**src/hw/port_pins_pkg.sv**
```systemverilog
// Constants shared by the two-port pin logic and its status bank
package port_pins_pkg;

    // ************************************************************
    // Register byte offsets on the APB bus
    // ************************************************************
    localparam logic [7:0] OFS_BIDIR_OUT = 8'h00;
    localparam logic [7:0] OFS_BIDIR_DIR = 8'h04;
    localparam logic [7:0] OFS_BIDIR_IN = 8'h08;
    localparam logic [7:0] OFS_PORT_CFG = 8'h0c;
    localparam logic [7:0] OFS_TIMER_CTL0 = 8'h10;
    localparam logic [7:0] OFS_TIMER_CTL1 = 8'h14;
    localparam logic [7:0] OFS_TIMER_CTL2 = 8'h18;
    localparam logic [7:0] OFS_FIXED_OUT = 8'h1c;
    localparam logic [7:0] OFS_FIXED_IN = 8'h20;
    localparam logic [7:0] OFS_MISC = 8'h24;
    localparam logic [7:0] OFS_INT_STATUS = 8'h28;
    localparam logic [7:0] OFS_INT_CLEAR = 8'h2c;
    localparam logic [7:0] OFS_INT_ENABLE = 8'h30;

    // ************************************************************
    // Field positions
    // ************************************************************
    localparam int CFG_COMP_ROUTE = 0;
    localparam int CFG_PUSH_PULL = 1;
    localparam int CTL_OUT_EN = 0;
    localparam int CTL1_SEL_LO = 4;
    localparam int CTL1_SEL_HI = 5;
    localparam int MISC_DEMOD_SEL = 0;
    localparam int MISC_DIGITAL = 1;
    localparam int FIN_STOP = 4;
    localparam int FIN_WAKE_OR = 5;
    localparam int FIN_WAKE_AND = 6;

    // Interrupt status bits
    localparam int INT_W = 5;
    localparam int EV_REQ_A = 0;
    localparam int EV_REQ_B = 1;
    localparam int EV_REQ_C = 2;
    localparam int EV_WAKE_OR = 3;
    localparam int EV_WAKE_AND = 4;

    // ************************************************************
    // Reset values
    // ************************************************************
    localparam logic [7:0] RST_BIDIR_OUT = 8'h00;
    localparam logic [7:0] RST_BIDIR_DIR = 8'h00;
    localparam logic [1:0] RST_PORT_CFG = 2'h0;
    localparam logic [7:0] RST_TIMER_CTL = 8'h00;
    localparam logic [3:0] RST_FIXED_OUT = 4'h0;
    localparam logic [1:0] RST_MISC = 2'h0;

    // Selection for the combined-timer line
    typedef enum logic [1:0] {
        SEL6_LATCH = 2'b00,
        SEL6_TIMER = 2'b01,
        SEL6_OR = 2'b10,
        SEL6_AND = 2'b11
    } sel6_t;

endpackage : port_pins_pkg

```
**src/hw/event_status_bank.sv**
```systemverilog
// Sticky event status, enable mask and level interrupt
`timescale 1ns/1ps
module event_status_bank #(
    parameter int W = 5
) (
    input wire logic clk_i,
    input wire logic rst_b_i,
    input wire logic [W-1:0] set_i,
    input wire logic clr_wr_i,
    input wire logic en_wr_i,
    input wire logic [W-1:0] wdata_i,
    output logic [W-1:0] status_o,
    output logic [W-1:0] enable_o,
    output logic irq_o
);

    typedef struct packed {
        logic [W-1:0] status;
        logic [W-1:0] enable;
        logic irq;
    } bank_t;

    bank_t state;
    bank_t next_state;

    // A set in the clearing cycle wins so no event is lost
    always_comb begin
        next_state = state;
        if (clr_wr_i) begin
            next_state.status = state.status & ~wdata_i;
        end
        next_state.status = next_state.status | set_i;
        if (en_wr_i) begin
            next_state.enable = wdata_i;
        end
        next_state.irq = |(next_state.status & next_state.enable);
    end

    always_ff @(posedge clk_i or negedge rst_b_i) begin
        if (!rst_b_i) begin
            state <= '0;
        end else begin
            state <= next_state;
        end
    end

    assign status_o = state.status;
    assign enable_o = state.enable;
    assign irq_o = state.irq;

endmodule : event_status_bank

```
**src/hw/port_pin_logic.sv**
```systemverilog
// Pin logic for the eight-line bidirectional port and the fixed port
//
// Operation
// - Each of eight bidirectional lines is set input or output alone.
// - All output lines share one drive style: push-pull or open-drain.
// - After reset every bidirectional line is an input.
// - The bidirectional port always serves plain input and output.
// - Eight-input OR and AND of the port inputs can wake the part.
// - Line zero may feed the timer edge detector in demodulation mode.
// - Fixed inputs one, two, three raise requests c, a, b.
// - Fixed lines 0-3 are inputs; 4-7 carry timer and comparator outputs.
// - Timer and AND/OR outputs reach pins only as timer controls select.
// - Both comparators are powered down in the stop state.
// - Config bit zero routes comparator outputs to lines four and seven.
`timescale 1ns/1ps
module port_pin_logic #(
    parameter int BIDIR_W = 8
) (
    input wire logic clk_i,
    input wire logic rst_b_i,
    // APB slave
    input wire logic psel_i,
    input wire logic penable_i,
    input wire logic pwrite_i,
    input wire logic [7:0] paddr_i,
    input wire logic [31:0] pwdata_i,
    output logic [31:0] prdata_o,
    output logic pready_o,
    output logic pslverr_o,
    // Bidirectional port pins
    input wire logic [BIDIR_W-1:0] bidir_port_lines_i,
    output logic [BIDIR_W-1:0] bidir_port_lines_o,
    output logic [BIDIR_W-1:0] bidir_port_lines_oe_b_o,
    // Fixed port pins
    input wire logic analog_ref_in0_i,
    input wire logic fixed_in1_i,
    input wire logic fixed_in2_i,
    input wire logic fixed_in3_i,
    output logic fixed_out4_o,
    output logic fixed_out5_o,
    output logic fixed_out6_o,
    output logic fixed_out7_o,
    // Core-side signals
    input wire logic byte_timer_out_i,
    input wire logic word_timer_out_i,
    input wire logic combined_timer_out_i,
    input wire logic comparator_a_out_i,
    input wire logic comparator_b_out_i,
    input wire logic stop_i,
    output logic edge_detect_in_o,
    output logic comparator_power_down_o,
    output logic ext_int_req_a_o,
    output logic ext_int_req_b_o,
    output logic ext_int_req_c_o,
    output logic wake_or_o,
    output logic wake_and_o,
    output logic stop_recovery_digital_o,
    output logic irq_o
);

    // ************************************************************
    // Elaboration check
    // ************************************************************
    // The wake gates and the byte-wide registers assume eight lines
    generate
        if (BIDIR_W != 8) begin : g_bad_width
            $error("port_pin_logic serves exactly eight lines");
        end
    endgenerate

    // ************************************************************
    // State
    // ************************************************************
    typedef struct packed {
        logic [7:0] out_latch;
        logic [7:0] dir;
        logic [1:0] port_cfg;
        logic [7:0] timer_ctl0;
        logic [7:0] timer_ctl1;
        logic [7:0] timer_ctl2;
        logic [3:0] fixed_latch;
        logic [1:0] misc;
        logic [31:0] prdata;
        logic pready;
        logic pslverr;
        logic [7:0] bidir_o;
        logic [7:0] bidir_oe_b;
        logic [3:0] fixed_out;
        logic [2:0] fixed_prev;
        logic [2:0] int_req;
        logic edge_in;
        logic comp_pd;
        logic wake_or;
        logic wake_and;
    } port_state_t;

    port_state_t state;
    port_state_t next_state;

    logic [port_pins_pkg::INT_W-1:0] ev_set;
    logic [port_pins_pkg::INT_W-1:0] int_status;
    logic [port_pins_pkg::INT_W-1:0] int_enable;
    logic clr_wr;
    logic en_wr;
    logic bank_irq;

    // ************************************************************
    // Helpers
    // ************************************************************
    // Mixed read view: pin level for inputs, latch for outputs
    function automatic logic [7:0] port_view(input logic [7:0] pins,
                                             input logic [7:0] latch,
                                             input logic [7:0] dir);
        port_view = (pins & ~dir) | (latch & dir);
    endfunction : port_view

    function automatic logic [31:0] zext8(input logic [7:0] v);
        zext8 = {24'h000000, v};
    endfunction : zext8

    // Access phase write strobe, usable for any offset
    function automatic logic wr_hit(input logic sel, input logic en,
                                    input logic wr, input logic rdy,
                                    input logic [7:0] addr,
                                    input logic [7:0] ofs);
        wr_hit = sel & en & wr & rdy & (addr == ofs);
    endfunction : wr_hit

    // ************************************************************
    // Next-state logic
    // ************************************************************
    always_comb begin
        logic [7:0] rd;
        logic mapped;
        logic or_term;
        logic and_term;
        logic [2:0] fixed_now;
        logic [1:0] sel6;
        logic [7:0] view;
        rd = 8'h00;
        mapped = 1'b1;
        or_term = 1'b0;
        and_term = 1'b1;
        sel6 = 2'b00;
        view = port_view(bidir_port_lines_i, state.out_latch, state.dir);
        fixed_now = {fixed_in3_i, fixed_in2_i, fixed_in1_i};
        next_state = state;

        // Output lines force the gate's neutral value so only inputs count
        or_term = |(bidir_port_lines_i & ~state.dir);
        and_term = &(bidir_port_lines_i | state.dir);
        next_state.wake_or = or_term;
        next_state.wake_and = and_term;

        // Read data is prepared in setup so the access phase has no wait
        unique case (paddr_i)
            port_pins_pkg::OFS_BIDIR_OUT: rd = state.out_latch;
            port_pins_pkg::OFS_BIDIR_DIR: rd = state.dir;
            port_pins_pkg::OFS_BIDIR_IN: rd = view;
            port_pins_pkg::OFS_PORT_CFG: rd = {6'h00, state.port_cfg};
            port_pins_pkg::OFS_TIMER_CTL0: rd = state.timer_ctl0;
            port_pins_pkg::OFS_TIMER_CTL1: rd = state.timer_ctl1;
            port_pins_pkg::OFS_TIMER_CTL2: rd = state.timer_ctl2;
            port_pins_pkg::OFS_FIXED_OUT: rd = {state.fixed_latch, 4'h0};
            port_pins_pkg::OFS_FIXED_IN:
                rd = {1'b0, state.wake_and, state.wake_or, stop_i,
                      fixed_now, analog_ref_in0_i};
            port_pins_pkg::OFS_MISC: rd = {6'h00, state.misc};
            port_pins_pkg::OFS_INT_STATUS: rd = {3'h0, int_status};
            port_pins_pkg::OFS_INT_CLEAR: rd = 8'h00;
            port_pins_pkg::OFS_INT_ENABLE: rd = {3'h0, int_enable};
            default: mapped = 1'b0;
        endcase

        // APB: setup cycle loads answer, access cycle completes it
        next_state.pready = psel_i & ~penable_i;
        next_state.pslverr = psel_i & ~penable_i & ~mapped;
        if (psel_i && !penable_i) begin
            next_state.prdata = (mapped && !pwrite_i) ? zext8(rd) : 32'h0;
        end

        // Register writes take effect on the completing edge only
        if (wr_hit(psel_i, penable_i, pwrite_i, state.pready, paddr_i,
                   port_pins_pkg::OFS_BIDIR_OUT)) begin
            next_state.out_latch = pwdata_i[7:0];
        end
        if (wr_hit(psel_i, penable_i, pwrite_i, state.pready, paddr_i,
                   port_pins_pkg::OFS_BIDIR_DIR)) begin
            next_state.dir = pwdata_i[7:0];
        end
        if (wr_hit(psel_i, penable_i, pwrite_i, state.pready, paddr_i,
                   port_pins_pkg::OFS_PORT_CFG)) begin
            next_state.port_cfg = pwdata_i[1:0];
        end
        if (wr_hit(psel_i, penable_i, pwrite_i, state.pready, paddr_i,
                   port_pins_pkg::OFS_TIMER_CTL0)) begin
            next_state.timer_ctl0 = pwdata_i[7:0];
        end
        if (wr_hit(psel_i, penable_i, pwrite_i, state.pready, paddr_i,
                   port_pins_pkg::OFS_TIMER_CTL1)) begin
            next_state.timer_ctl1 = pwdata_i[7:0];
        end
        if (wr_hit(psel_i, penable_i, pwrite_i, state.pready, paddr_i,
                   port_pins_pkg::OFS_TIMER_CTL2)) begin
            next_state.timer_ctl2 = pwdata_i[7:0];
        end
        if (wr_hit(psel_i, penable_i, pwrite_i, state.pready, paddr_i,
                   port_pins_pkg::OFS_FIXED_OUT)) begin
            next_state.fixed_latch = pwdata_i[7:4];
        end
        if (wr_hit(psel_i, penable_i, pwrite_i, state.pready, paddr_i,
                   port_pins_pkg::OFS_MISC)) begin
            next_state.misc = pwdata_i[1:0];
        end

        // Bidirectional drivers; never taken over by another function
        if (state.port_cfg[port_pins_pkg::CFG_PUSH_PULL]) begin
            next_state.bidir_o = state.out_latch;
            next_state.bidir_oe_b = ~state.dir;
        end else begin
            // Open-drain only pulls low; a high latch releases the line
            next_state.bidir_o = 8'h00;
            next_state.bidir_oe_b = ~(state.dir & ~state.out_latch);
        end

        // Demodulation input source for the edge detector
        next_state.edge_in = state.misc[port_pins_pkg::MISC_DEMOD_SEL]
            ? view[0]
            : fixed_in1_i;

        // Requests fire on a falling edge of the fixed inputs
        next_state.fixed_prev = fixed_now;
        next_state.int_req[0] = state.fixed_prev[1] & ~fixed_in2_i;
        next_state.int_req[1] = state.fixed_prev[2] & ~fixed_in3_i;
        next_state.int_req[2] = state.fixed_prev[0] & ~fixed_in1_i;

        // Comparators are held off for the stop state, registered one cycle late
        next_state.comp_pd = stop_i;

        // Line four: comparator a beats byte timer beats latch
        if (state.port_cfg[port_pins_pkg::CFG_COMP_ROUTE]) begin
            next_state.fixed_out[0] = comparator_a_out_i;
        end else if (state.timer_ctl0[port_pins_pkg::CTL_OUT_EN]) begin
            next_state.fixed_out[0] = byte_timer_out_i;
        end else begin
            next_state.fixed_out[0] = state.fixed_latch[0];
        end

        // Line five: word timer
        next_state.fixed_out[1] =
            state.timer_ctl2[port_pins_pkg::CTL_OUT_EN]
            ? word_timer_out_i : state.fixed_latch[1];

        // Line six: combined timer or the wake gates, by a two-bit field
        sel6 = state.timer_ctl1[port_pins_pkg::CTL1_SEL_HI:
                                port_pins_pkg::CTL1_SEL_LO];
        unique case (port_pins_pkg::sel6_t'(sel6))
            port_pins_pkg::SEL6_LATCH:
                next_state.fixed_out[2] = state.fixed_latch[2];
            port_pins_pkg::SEL6_TIMER:
                next_state.fixed_out[2] = combined_timer_out_i;
            port_pins_pkg::SEL6_OR:
                next_state.fixed_out[2] = state.wake_or;
            port_pins_pkg::SEL6_AND:
                next_state.fixed_out[2] = state.wake_and;
        endcase

        // Line seven: comparator b when routed, else latch
        next_state.fixed_out[3] =
            state.port_cfg[port_pins_pkg::CFG_COMP_ROUTE]
            ? comparator_b_out_i : state.fixed_latch[3];
    end

    // ************************************************************
    // State register
    // ************************************************************
    always_ff @(posedge clk_i or negedge rst_b_i) begin
        if (!rst_b_i) begin
            state <= '0;
            state.out_latch <= port_pins_pkg::RST_BIDIR_OUT;
            state.dir <= port_pins_pkg::RST_BIDIR_DIR;
            state.port_cfg <= port_pins_pkg::RST_PORT_CFG;
            state.timer_ctl0 <= port_pins_pkg::RST_TIMER_CTL;
            state.timer_ctl1 <= port_pins_pkg::RST_TIMER_CTL;
            state.timer_ctl2 <= port_pins_pkg::RST_TIMER_CTL;
            state.fixed_latch <= port_pins_pkg::RST_FIXED_OUT;
            state.misc <= port_pins_pkg::RST_MISC;
            state.bidir_oe_b <= 8'hff;
            state.fixed_prev <= 3'h7; // Idle high: a line low as reset ends raises its request
            state.wake_and <= 1'b1;
        end else begin
            state <= next_state;
        end
    end

    // ************************************************************
    // Interrupt status bank
    // ************************************************************
    assign ev_set = {state.wake_and & ~next_state.wake_and,
                     ~state.wake_or & next_state.wake_or,
                     state.int_req};
    assign clr_wr = wr_hit(psel_i, penable_i, pwrite_i, state.pready,
                           paddr_i, port_pins_pkg::OFS_INT_CLEAR);
    assign en_wr = wr_hit(psel_i, penable_i, pwrite_i, state.pready,
                          paddr_i, port_pins_pkg::OFS_INT_ENABLE);

    event_status_bank #(
        .W(port_pins_pkg::INT_W)
    ) u_events (
        .clk_i(clk_i),
        .rst_b_i(rst_b_i),
        .set_i(ev_set),
        .clr_wr_i(clr_wr),
        .en_wr_i(en_wr),
        .wdata_i(pwdata_i[port_pins_pkg::INT_W-1:0]),
        .status_o(int_status),
        .enable_o(int_enable),
        .irq_o(bank_irq)
    );

    // ************************************************************
    // Outputs, all from flip-flops
    // ************************************************************
    assign prdata_o = state.prdata;
    assign pready_o = state.pready;
    assign pslverr_o = state.pslverr;
    assign bidir_port_lines_o = state.bidir_o;
    assign bidir_port_lines_oe_b_o = state.bidir_oe_b;
    assign fixed_out4_o = state.fixed_out[0];
    assign fixed_out5_o = state.fixed_out[1];
    assign fixed_out6_o = state.fixed_out[2];
    assign fixed_out7_o = state.fixed_out[3];
    assign edge_detect_in_o = state.edge_in;
    assign comparator_power_down_o = state.comp_pd;
    assign ext_int_req_a_o = state.int_req[0];
    assign ext_int_req_b_o = state.int_req[1];
    assign ext_int_req_c_o = state.int_req[2];
    assign wake_or_o = state.wake_or;
    assign wake_and_o = state.wake_and;
    // Stop recovery may use fixed inputs only once software set digital
    assign stop_recovery_digital_o =
        state.misc[port_pins_pkg::MISC_DIGITAL];
    assign irq_o = bank_irq;

endmodule : port_pin_logic

```
**config.mk**
```make
export PLATFORM = sky130hd
export DESIGN_NAME = port_pin_logic
export DESIGN_NICKNAME = d
export VERILOG_FILES = /design/src/hw/port_pins_pkg.sv /design/src/hw/event_status_bank.sv /design/src/hw/port_pin_logic.sv
export SDC_FILE = /design/constraint.sdc
export NUM_CORES = 1
export LEC_CHECK = 0
export BUFFER_PORTS_ARGS = -buffer_cell sky130_fd_sc_hd__buf_4
export CAP_MARGIN = 15
export CELL_PAD_IN_SITES_DETAIL_PLACEMENT = 0
export CELL_PAD_IN_SITES_GLOBAL_PLACEMENT = 1
export CORE_ASPECT_RATIO = 0.6
export CORE_MARGIN = 2
export CORE_UTILIZATION = 42
export DETAILED_ROUTE_END_ITERATION = 8
export GPL_TIMING_DRIVEN = 0
export PLACE_DENSITY_LB_ADDON = 0.1
export SLEW_MARGIN = 20
export SYNTH_ARGS = -nofsm -noshare
export SYNTH_HDL_FRONTEND = slang
export SYNTH_SLANG_ARGS = --single-unit
```
**constraint.sdc**
```tcl
create_clock -name clk_i -period 2.7 [get_ports clk_i]
set_clock_uncertainty 0.2 [all_clocks]
set_input_delay 0.405 -clock clk_i [delete_from_list [all_inputs] [get_ports clk_i]]
set_output_delay 0.405 -clock clk_i [all_outputs]
set_load 0.1 [all_outputs]
```
==> flow_summary.toml, run 1 <==
[layout]
layout.cells.non_filler = 699
regArea_um2 = 2490
drive_gt1_share_pct = 42.9
area_growth_pct = 25.2
antenna_cells = 0
nFillCells = 1033
layout.nets = 597
multi_input_area_um2 = 2010

[sta]
slew_headroom_pct = 35.3
max_freq_mhz = 381
hold_slack_ns = -0.0467
slew_violations = 0
finalCritPeriodShare_pct = 97.2
hold_viol_final = 46
setup_viol = 0
grt_setup_unrepaired = "no"
worstMarginPinSlew_ns = 0.946
period_needed_ns = 2.62

[floorplan]
start_util_pct = 43.3
std_cell_rows = 30
core_area_um2 = 11300
io_pins = 126
die_w_um = 143
dieArea_um2 = 12600
die_h_um = 87.7

[setup_path]
crit_path_start = "state[96]$_DFFE_PN0P_"
crit_path_cell_trace = "nor2b_1 -> or4_1 -> a2111oi_0 -> o21a_1 -> o211ai_1"
reg2regPathDepth = 5
critPathKind = "flop to flop"
path_max_fanout = 6
timing.rr.end = "u_events.irq_o$_DFF_PN0_"
reg2reg_slack_ns = 0.08
r2r_start = "state[96]$_DFFE_PN0P_"
cpMaxStageDelayCell = "a2111oi_0"
cp.arrival_ns = 2.63
cp_slowest_stage_delay_ns = 0.86
crit_path_end = "u_events.irq_o$_DFF_PN0_"
cp-end-kind = "flop"
required_ns = 2.71
critPathLaunchType = "flop"

[clock_tree]
clock_path_buffers = 2
clkLatencyLatePin_ns = 0.35
htreeDepth = 3
cts_root_buf = "clkbuf_16"
cts_tree = "built"
path_clk_slew_ns = 0.07
cts.sinks = 99
cts_setup_buffers = 0
cts_buffers = 9

[yosys]
synth.largest_area_cell = "dfrtp_1"
ys.flop_type = "dfrtp_1"
synth-seq-area-share_pct = 50.8
synth_area_per_cell_um2 = 11.7
ys_ff_latch = 99
synth_edf_count = 0
ys_async_sr_fraction_pct = 100
synth_cell_types = 59
synthTopCellsByArea = "dfrtp_1 (44%), mux2_2 (12%), buf_4 (7.3%)"
synth_top_area_share_pct = 44.4
synth_cells = 419
syn-cell-area_um2 = 4900
yosysWarnings = 0

[placed_design]
place_congestion = 0.890
portBuffers = 77
dp_hpwl_um = 10300
dp.cells = 679

[route]
vias_per_cell = 5.19
dr_total_vias = 3625
wire_per_inst_um = 20.1
drtPass1Iterations = 4
drtAntennaViolNets = 0
drc = 0
drt-total-wl_um = 14000
drt_iter0_markers = 320

[flow_run]
max-cap-violations = 0

[status]
status = "finished, violations left"
violations = "hold timing"

[global_routing]
grt_pass1_vias = 3502
grt_use_total_pct = 23.2
grt_start_max_net_pins = 100
antenna_found_initial = 0
grt_pass1_wl_um = 21200
grt_overflow = 0

[min_path]
hold_path.class = "input port to async pin"

[power_and_ir_drop]
pwr_density_cell_nw_per_um2 = 543
ir_drop_mv = 0.317
p_leak_nw = 2.96
finalPower_mw = 3.33
[repair_timing]
| item | 4_1_cts | 5_1_grt |
|---|---|---|
| endpoints found under the setup margin | 0 | 8 |
| hold buffers | 4 | 0 |
| gates resized for setup | 0 | 1 |
| hold endpoints to repair | 4 | 0 |
[cells in the mapped netlist, types with 3 or more instances]
library cell / count
a22o_1: 5
a22oi_1: 7
mux4_2: 4
o22ai_1: 8
and2_1: 9
dfrtp_1: 87
nand2b_1: 3
nor2b_1: 10
mux2i_1: 13
or4_1: 3
o21ai_0: 21
nand3_1: 8
a21oi_1: 7
a32oi_1: 3
a32o_1: 3
nor3_2: 3
clkbuf_1: 5
inv_1: 20
mux2_2: 53
nor2_1: 11
a31oi_1: 4
or3_1: 4
nor3_1: 4
nand2_1: 22
buf_4: 48
dfstp_2: 12
buf_2: 5
[flip-flops by register name, indices dropped and copies added, names as in the netlist, 5 cells and up]
register / flops
bidir_port_lines_o: 8
bidir_port_lines_oe_b_o: 8
prdata_o: 8
state: 50
u_events.enable_o: 5
u_events.status_o: 5
[cells by family after synthesis]
family / count (synthesis) / synth area share [%]
multiplexers: 72 / 17.5
flip-flops: 99 / 50.8
buffers and inverters: 81 / 10.2
other: 1 / 0.0765
AO/OA/AOI/OAI: 72 / 9.90
AND/OR/NAND/NOR: 93 / 11.3
adder cells (fa/ha/maj): 1 / 0.204
[power breakdown]
| group | internal, mW | switching (mW) | total [mW] | leakage (nW) |
|---|---|---|---|---|
| registers | 1.50 | 0.00815 | 1.51 | 1.30 |
| logic | 0.112 | 0.335 | 0.447 | 1.51 |
| clock network | 0.812 | 0.564 | 1.38 | 0.146 |
| total | 2.42 | 0.907 | 3.33 | 2.96 |
[layout make-up]
| class | count | share of cell area (%) |
|---|---|---|
| flip-flops and latches | 99 | 40.6 |
| multi-input cells | 262 | 32.8 |
| repair buffers | 81 | 10.1 |
| plain buffers | 61 | 6.89 |
| clock buffers | 11 | 3.79 |
| well taps | 160 | 3.26 |
| clock inverters | 5 | 1.30 |
| inverters | 20 | 1.22 |
[placed cells by master, fill, tap and decap left out, types with 3 or more instances in the layout]
cell / netlist / layout
conb_1: 1 / 24
buf_2: 5 / 5
clkbuf_1: 5 / 7
a32oi_1: 3 / 3
inv_1: 20 / 20
a31oi_1: 4 / 4
a32o_1: 3 / 3
nand3_1: 8 / 8
o22ai_1: 8 / 8
a22oi_1: 7 / 7
or3_1: 4 / 4
dfstp_2: 12 / 12
or4_1: 3 / 3
and2_1: 9 / 9
mux4_2: 4 / 4
nor2b_1: 10 / 10
mux2i_1: 13 / 13
a21oi_1: 7 / 7
nor3_1: 4 / 3
clkbuf_16: 0 / 9
nand2b_1: 3 / 3
nor3_2: 3 / 4
o21ai_0: 21 / 21
dfrtp_1: 87 / 86
nand2_1: 22 / 22
mux2_2: 53 / 53
buf_4: 48 / 124
nor2_1: 11 / 11
a22o_1: 5 / 5
dlygate4sd3_1: 0 / 4
[layer usage]
layer	wire length, µm	GRT usage [%]	vias up
met5	0	0	-
met2	6000	33.3	127
met1	6960	36.0	1817
met3	1020	5.63	4
met4	37	3.92	0
li1	-	-	1677
[per-stage QoR]
| stage | TNS (ns) | instance area, µm² | hold slack, ns | util, % | setup WS, ns |
|---|---|---|---|---|---|
| after floorplan | 0 | 4990 | -0.0906 | - | 0.193 |
| after global placement | -5.08 | 5770 | 0.268 | 50.9 | -0.279 |
| after detailed placement | -4.33 | 5780 | 0.274 | 51.0 | -0.307 |
| after CTS | 0 | 6130 | 0.0101 | 54.1 | 0.0681 |
| after global routing | 0 | 6140 | 0.0432 | 54.1 | 0.0535 |
| final | 0 | 6140 | -0.0467 | 54.1 | 0.0757 |
[worst max-delay path: cells and delay by family (launching register included)]
kind             cells  cell delay, ns
AO/OA/AOI/OAI        3            1.19
AND/OR/NAND/NOR      2            0.68
flip-flops           1            0.43
[worst min path at each step]
stage / start / end / slack, ns / cells after the start
after global placement: prdata_o[4]$_DFFE_PN0P_ / prdata_o[4]$_DFFE_PN0P_ / 0.27 / 2
after global routing: rst_b_i / state[110]$_DFFE_PN0P_ / 0.04 / 1
after floorplan: rst_b_i / bidir_port_lines_o[0]$_DFF_PN0_ / -0.09 / 0
after CTS: rst_b_i / u_events.enable_o[4]$_DFF_PN0_ / 0.01 / 1
after detailed placement: prdata_o[4]$_DFFE_PN0P_ / prdata_o[4]$_DFFE_PN0P_ / 0.27 / 2
final: rst_b_i / state[110]$_DFFE_PN0P_ / -0.05 / 1
No activity file was read; power rests on OpenSTA's default activity.
==> inputs of run 2 (changes only) <==
==> constraint.sdc (replaced) <==
create_clock -name clk_i -period 2.7 [get_ports clk_i]
set_clock_uncertainty 0.2 [all_clocks]
set_input_delay 0.405 -clock clk_i [delete_from_list [all_inputs] [get_ports clk_i]]
set_output_delay 0.405 -clock clk_i [all_outputs]
set_load 0.005 [all_outputs]
==> run 2 against run 1 <==
Net effect:
- the run still ends with hold timing left
- first-iteration DRC count decreased by 25%
- non-clock buffer count unchanged
- cell count decreased by 0.14%
- sequential share of layout area increased by 0.30 points
- sequential power about the same
- critical path type is now input port to flop
- largest power group unchanged
==> flow_summary.toml, run 2 (synthesis results as in run 1) <==
[status]
status = "finished, violations left"
violations = "hold timing"

[layout]
final_cell_mix = "buf_4 (124), dfrtp_1 (87), mux2_2 (53)"
largest_reg_flops = 50
regArea_um2 = 2490
layout.nets = 597
antenna_cells = 0
largest-register = "state"
drive_gt1_share_pct = 42.4
area_growth_pct = 24.2
final_common_cell = "buf_4"
nFillCells = 1041
final_area_um2 = 6090
multi_input_area_um2 = 2010

[flow_run]
max-cap-violations = 0

[floorplan]
die_h_um = 87.7
start_util_pct = 43.3
std_cell_rows = 30
io_pins = 126
die_w_um = 143
dieArea_um2 = 12600
core_area_um2 = 11300

[global_routing]
grt_use_total_pct = 22.9
grt_pass1_wl_um = 20700
antenna_found_initial = 0
grt_overflow = 0
grt_start_max_net_pins = 100
grt_pass1_vias = 3335

[route]
wl_met3_um = 1010
routed.top_layer = "met4"
dr_total_vias = 3714
drt_iter0_markers = 241
drtPass1Iterations = 5
drt-total-wl_um = 13900
dr_wl_met2_um = 5890
drt-met1-wl_um = 6930
vias_per_cell = 5.32
drc = 0
drtAntennaViolNets = 0
wire_per_inst_um = 19.9

[clock_tree]
cts_tree = "built"
clock_path_buffers = 2
path_clk_slew_ns = 0.06
cts.sinks = 99
htreeDepth = 3
clkLatencyLatePin_ns = 0.34
cts_buffers = 9
cts_root_buf = "clkbuf_16"

[setup_path]
cpMaxStageDelayCell = "nor3_1"
crit_path_cell_trace = "buf_4 -> nor3_1 -> nand2_1 -> nor3_4 -> mux2_2"
crit_buf_inv = 1
cpLargestDelayFamily = "simple AND/OR/NAND/NOR gates"
cp-end-kind = "flop"
cp.arrival_ns = 2.62
path_max_fanout = 8
cp_slowest_stage_delay_ns = 0.82
critPathKind = "input port to flop"
cp.depth = 5
critPathLaunchType = "input port"
reg2regPathDepth = 6
required_ns = 2.73

[placed_design]
place_congestion = 0.903
post_dp_cell_area_um2 = 5780
portBuffers = 77
dp_hpwl_um = 10100

[min_path]
hold_path.class = "input port to async pin"

[sta]
hold_slack_ns = -0.0342
period_needed_ns = 2.60
max_freq_mhz = 385
setup_viol = 0
slew_violations = 0
hold_viol_final = 35
worstMarginPinSlew_ns = 1.01
slew_headroom_pct = 32.1
finalCritPeriodShare_pct = 96.2
grt_setup_unrepaired = "no"

[power_and_ir_drop]
p_leak_nw = 2.95
pwr_density_cell_nw_per_um2 = 484
ir_drop_mv = 0.311
==> run 2: cell types whose count changed in the layout (fill, tap and decap cells not counted), sizes merged <==
cell      before  now
bufinv         2    0
clkbuf        16   17
clkinv         1    2
clkinvlp       2    1
==> run 2: per-layer routing <==
metal / up-vias / track usage (%)
met2: 162 / 31.8
met3: 8 / 4.48
met5: - / 0
met1: 1870 / 36.9
li1: 1674 / -
met4: 0 / 3.92
==> run 2: path summary, 6_finish.rpt <==
| kind | from | endpoint | slack, ns |
|---|---|---|---|
| min in group clk_i | comparator_a_out_i | fixed_out4_o$_DFF_PN0_ | 0.07 |
| min | rst_b_i | edge_detect_in_o$_DFF_PN0_ | -0.03 |
| min reg2reg | prdata_o[4]$_DFFE_PN0P_ | prdata_o[4]$_DFFE_PN0P_ | 0.29 |
| max in group asynchronous | rst_b_i | state[95]$_DFFE_PN0P_ | 1.70 |
| max | paddr_i[1] | state[76]$_DFFE_PN0P_ | 0.10 |
| max reg2reg | pready_o$_DFF_PN0_ | u_events.irq_o$_DFF_PN0_ | 0.22 |
==> run 2: cell type report <==
type                       instances  share of cell area (%)
tap                              160                    3.29
buffer                            61                    6.94
clock inverter                     3                   0.288
multi-input combinational        262                    33.1
sequential                        99                    40.9
clock buffer                      12                    4.05
inverter                          20                    1.23
timing repair buffer              81                    10.2
==> run 2: repair_timing <==
item | in CTS | in global routing
setup buffers | 0 | 0
hold buffers | 4 | 0
gates resized for setup | 0 | 2
endpoints found under the hold margin | 4 | 0
endpoints found under the setup margin | 0 | 9
==> run 2: worst reg2reg max path, stage by stage, from the launching register on <==
cell,delay [ns]
dfrtp_1,0.36
nand4_2,0.38
nor3_4,0.42
nand2_2,0.17
mux2_4,0.33
a222oi_1,0.34
o211ai_1,0.14
==> run 2: where the power goes <==
group          switching, mW  leakage (nW)  internal [mW]  total, mW
logic                  0.147          1.52          0.109      0.256
registers            0.00836          1.30           1.50       1.51
clock network          0.541         0.128          0.643       1.18
==> run 2: metrics by stage <==
stage	total power, mW	TNS (ns)	setup slack (ns)	std cells	util (%)
final	2.95	0	0.102	698	53.7
after global routing	3.06	0	0.0681	698	53.7
after CTS	2.97	0	0.0886	698	53.7
after detailed placement	1.79	-3.45	-0.272	679	51.0
after global placement	1.78	-4.37	-0.291	679	50.9
after floorplan	1.64	0	0.348	442	-
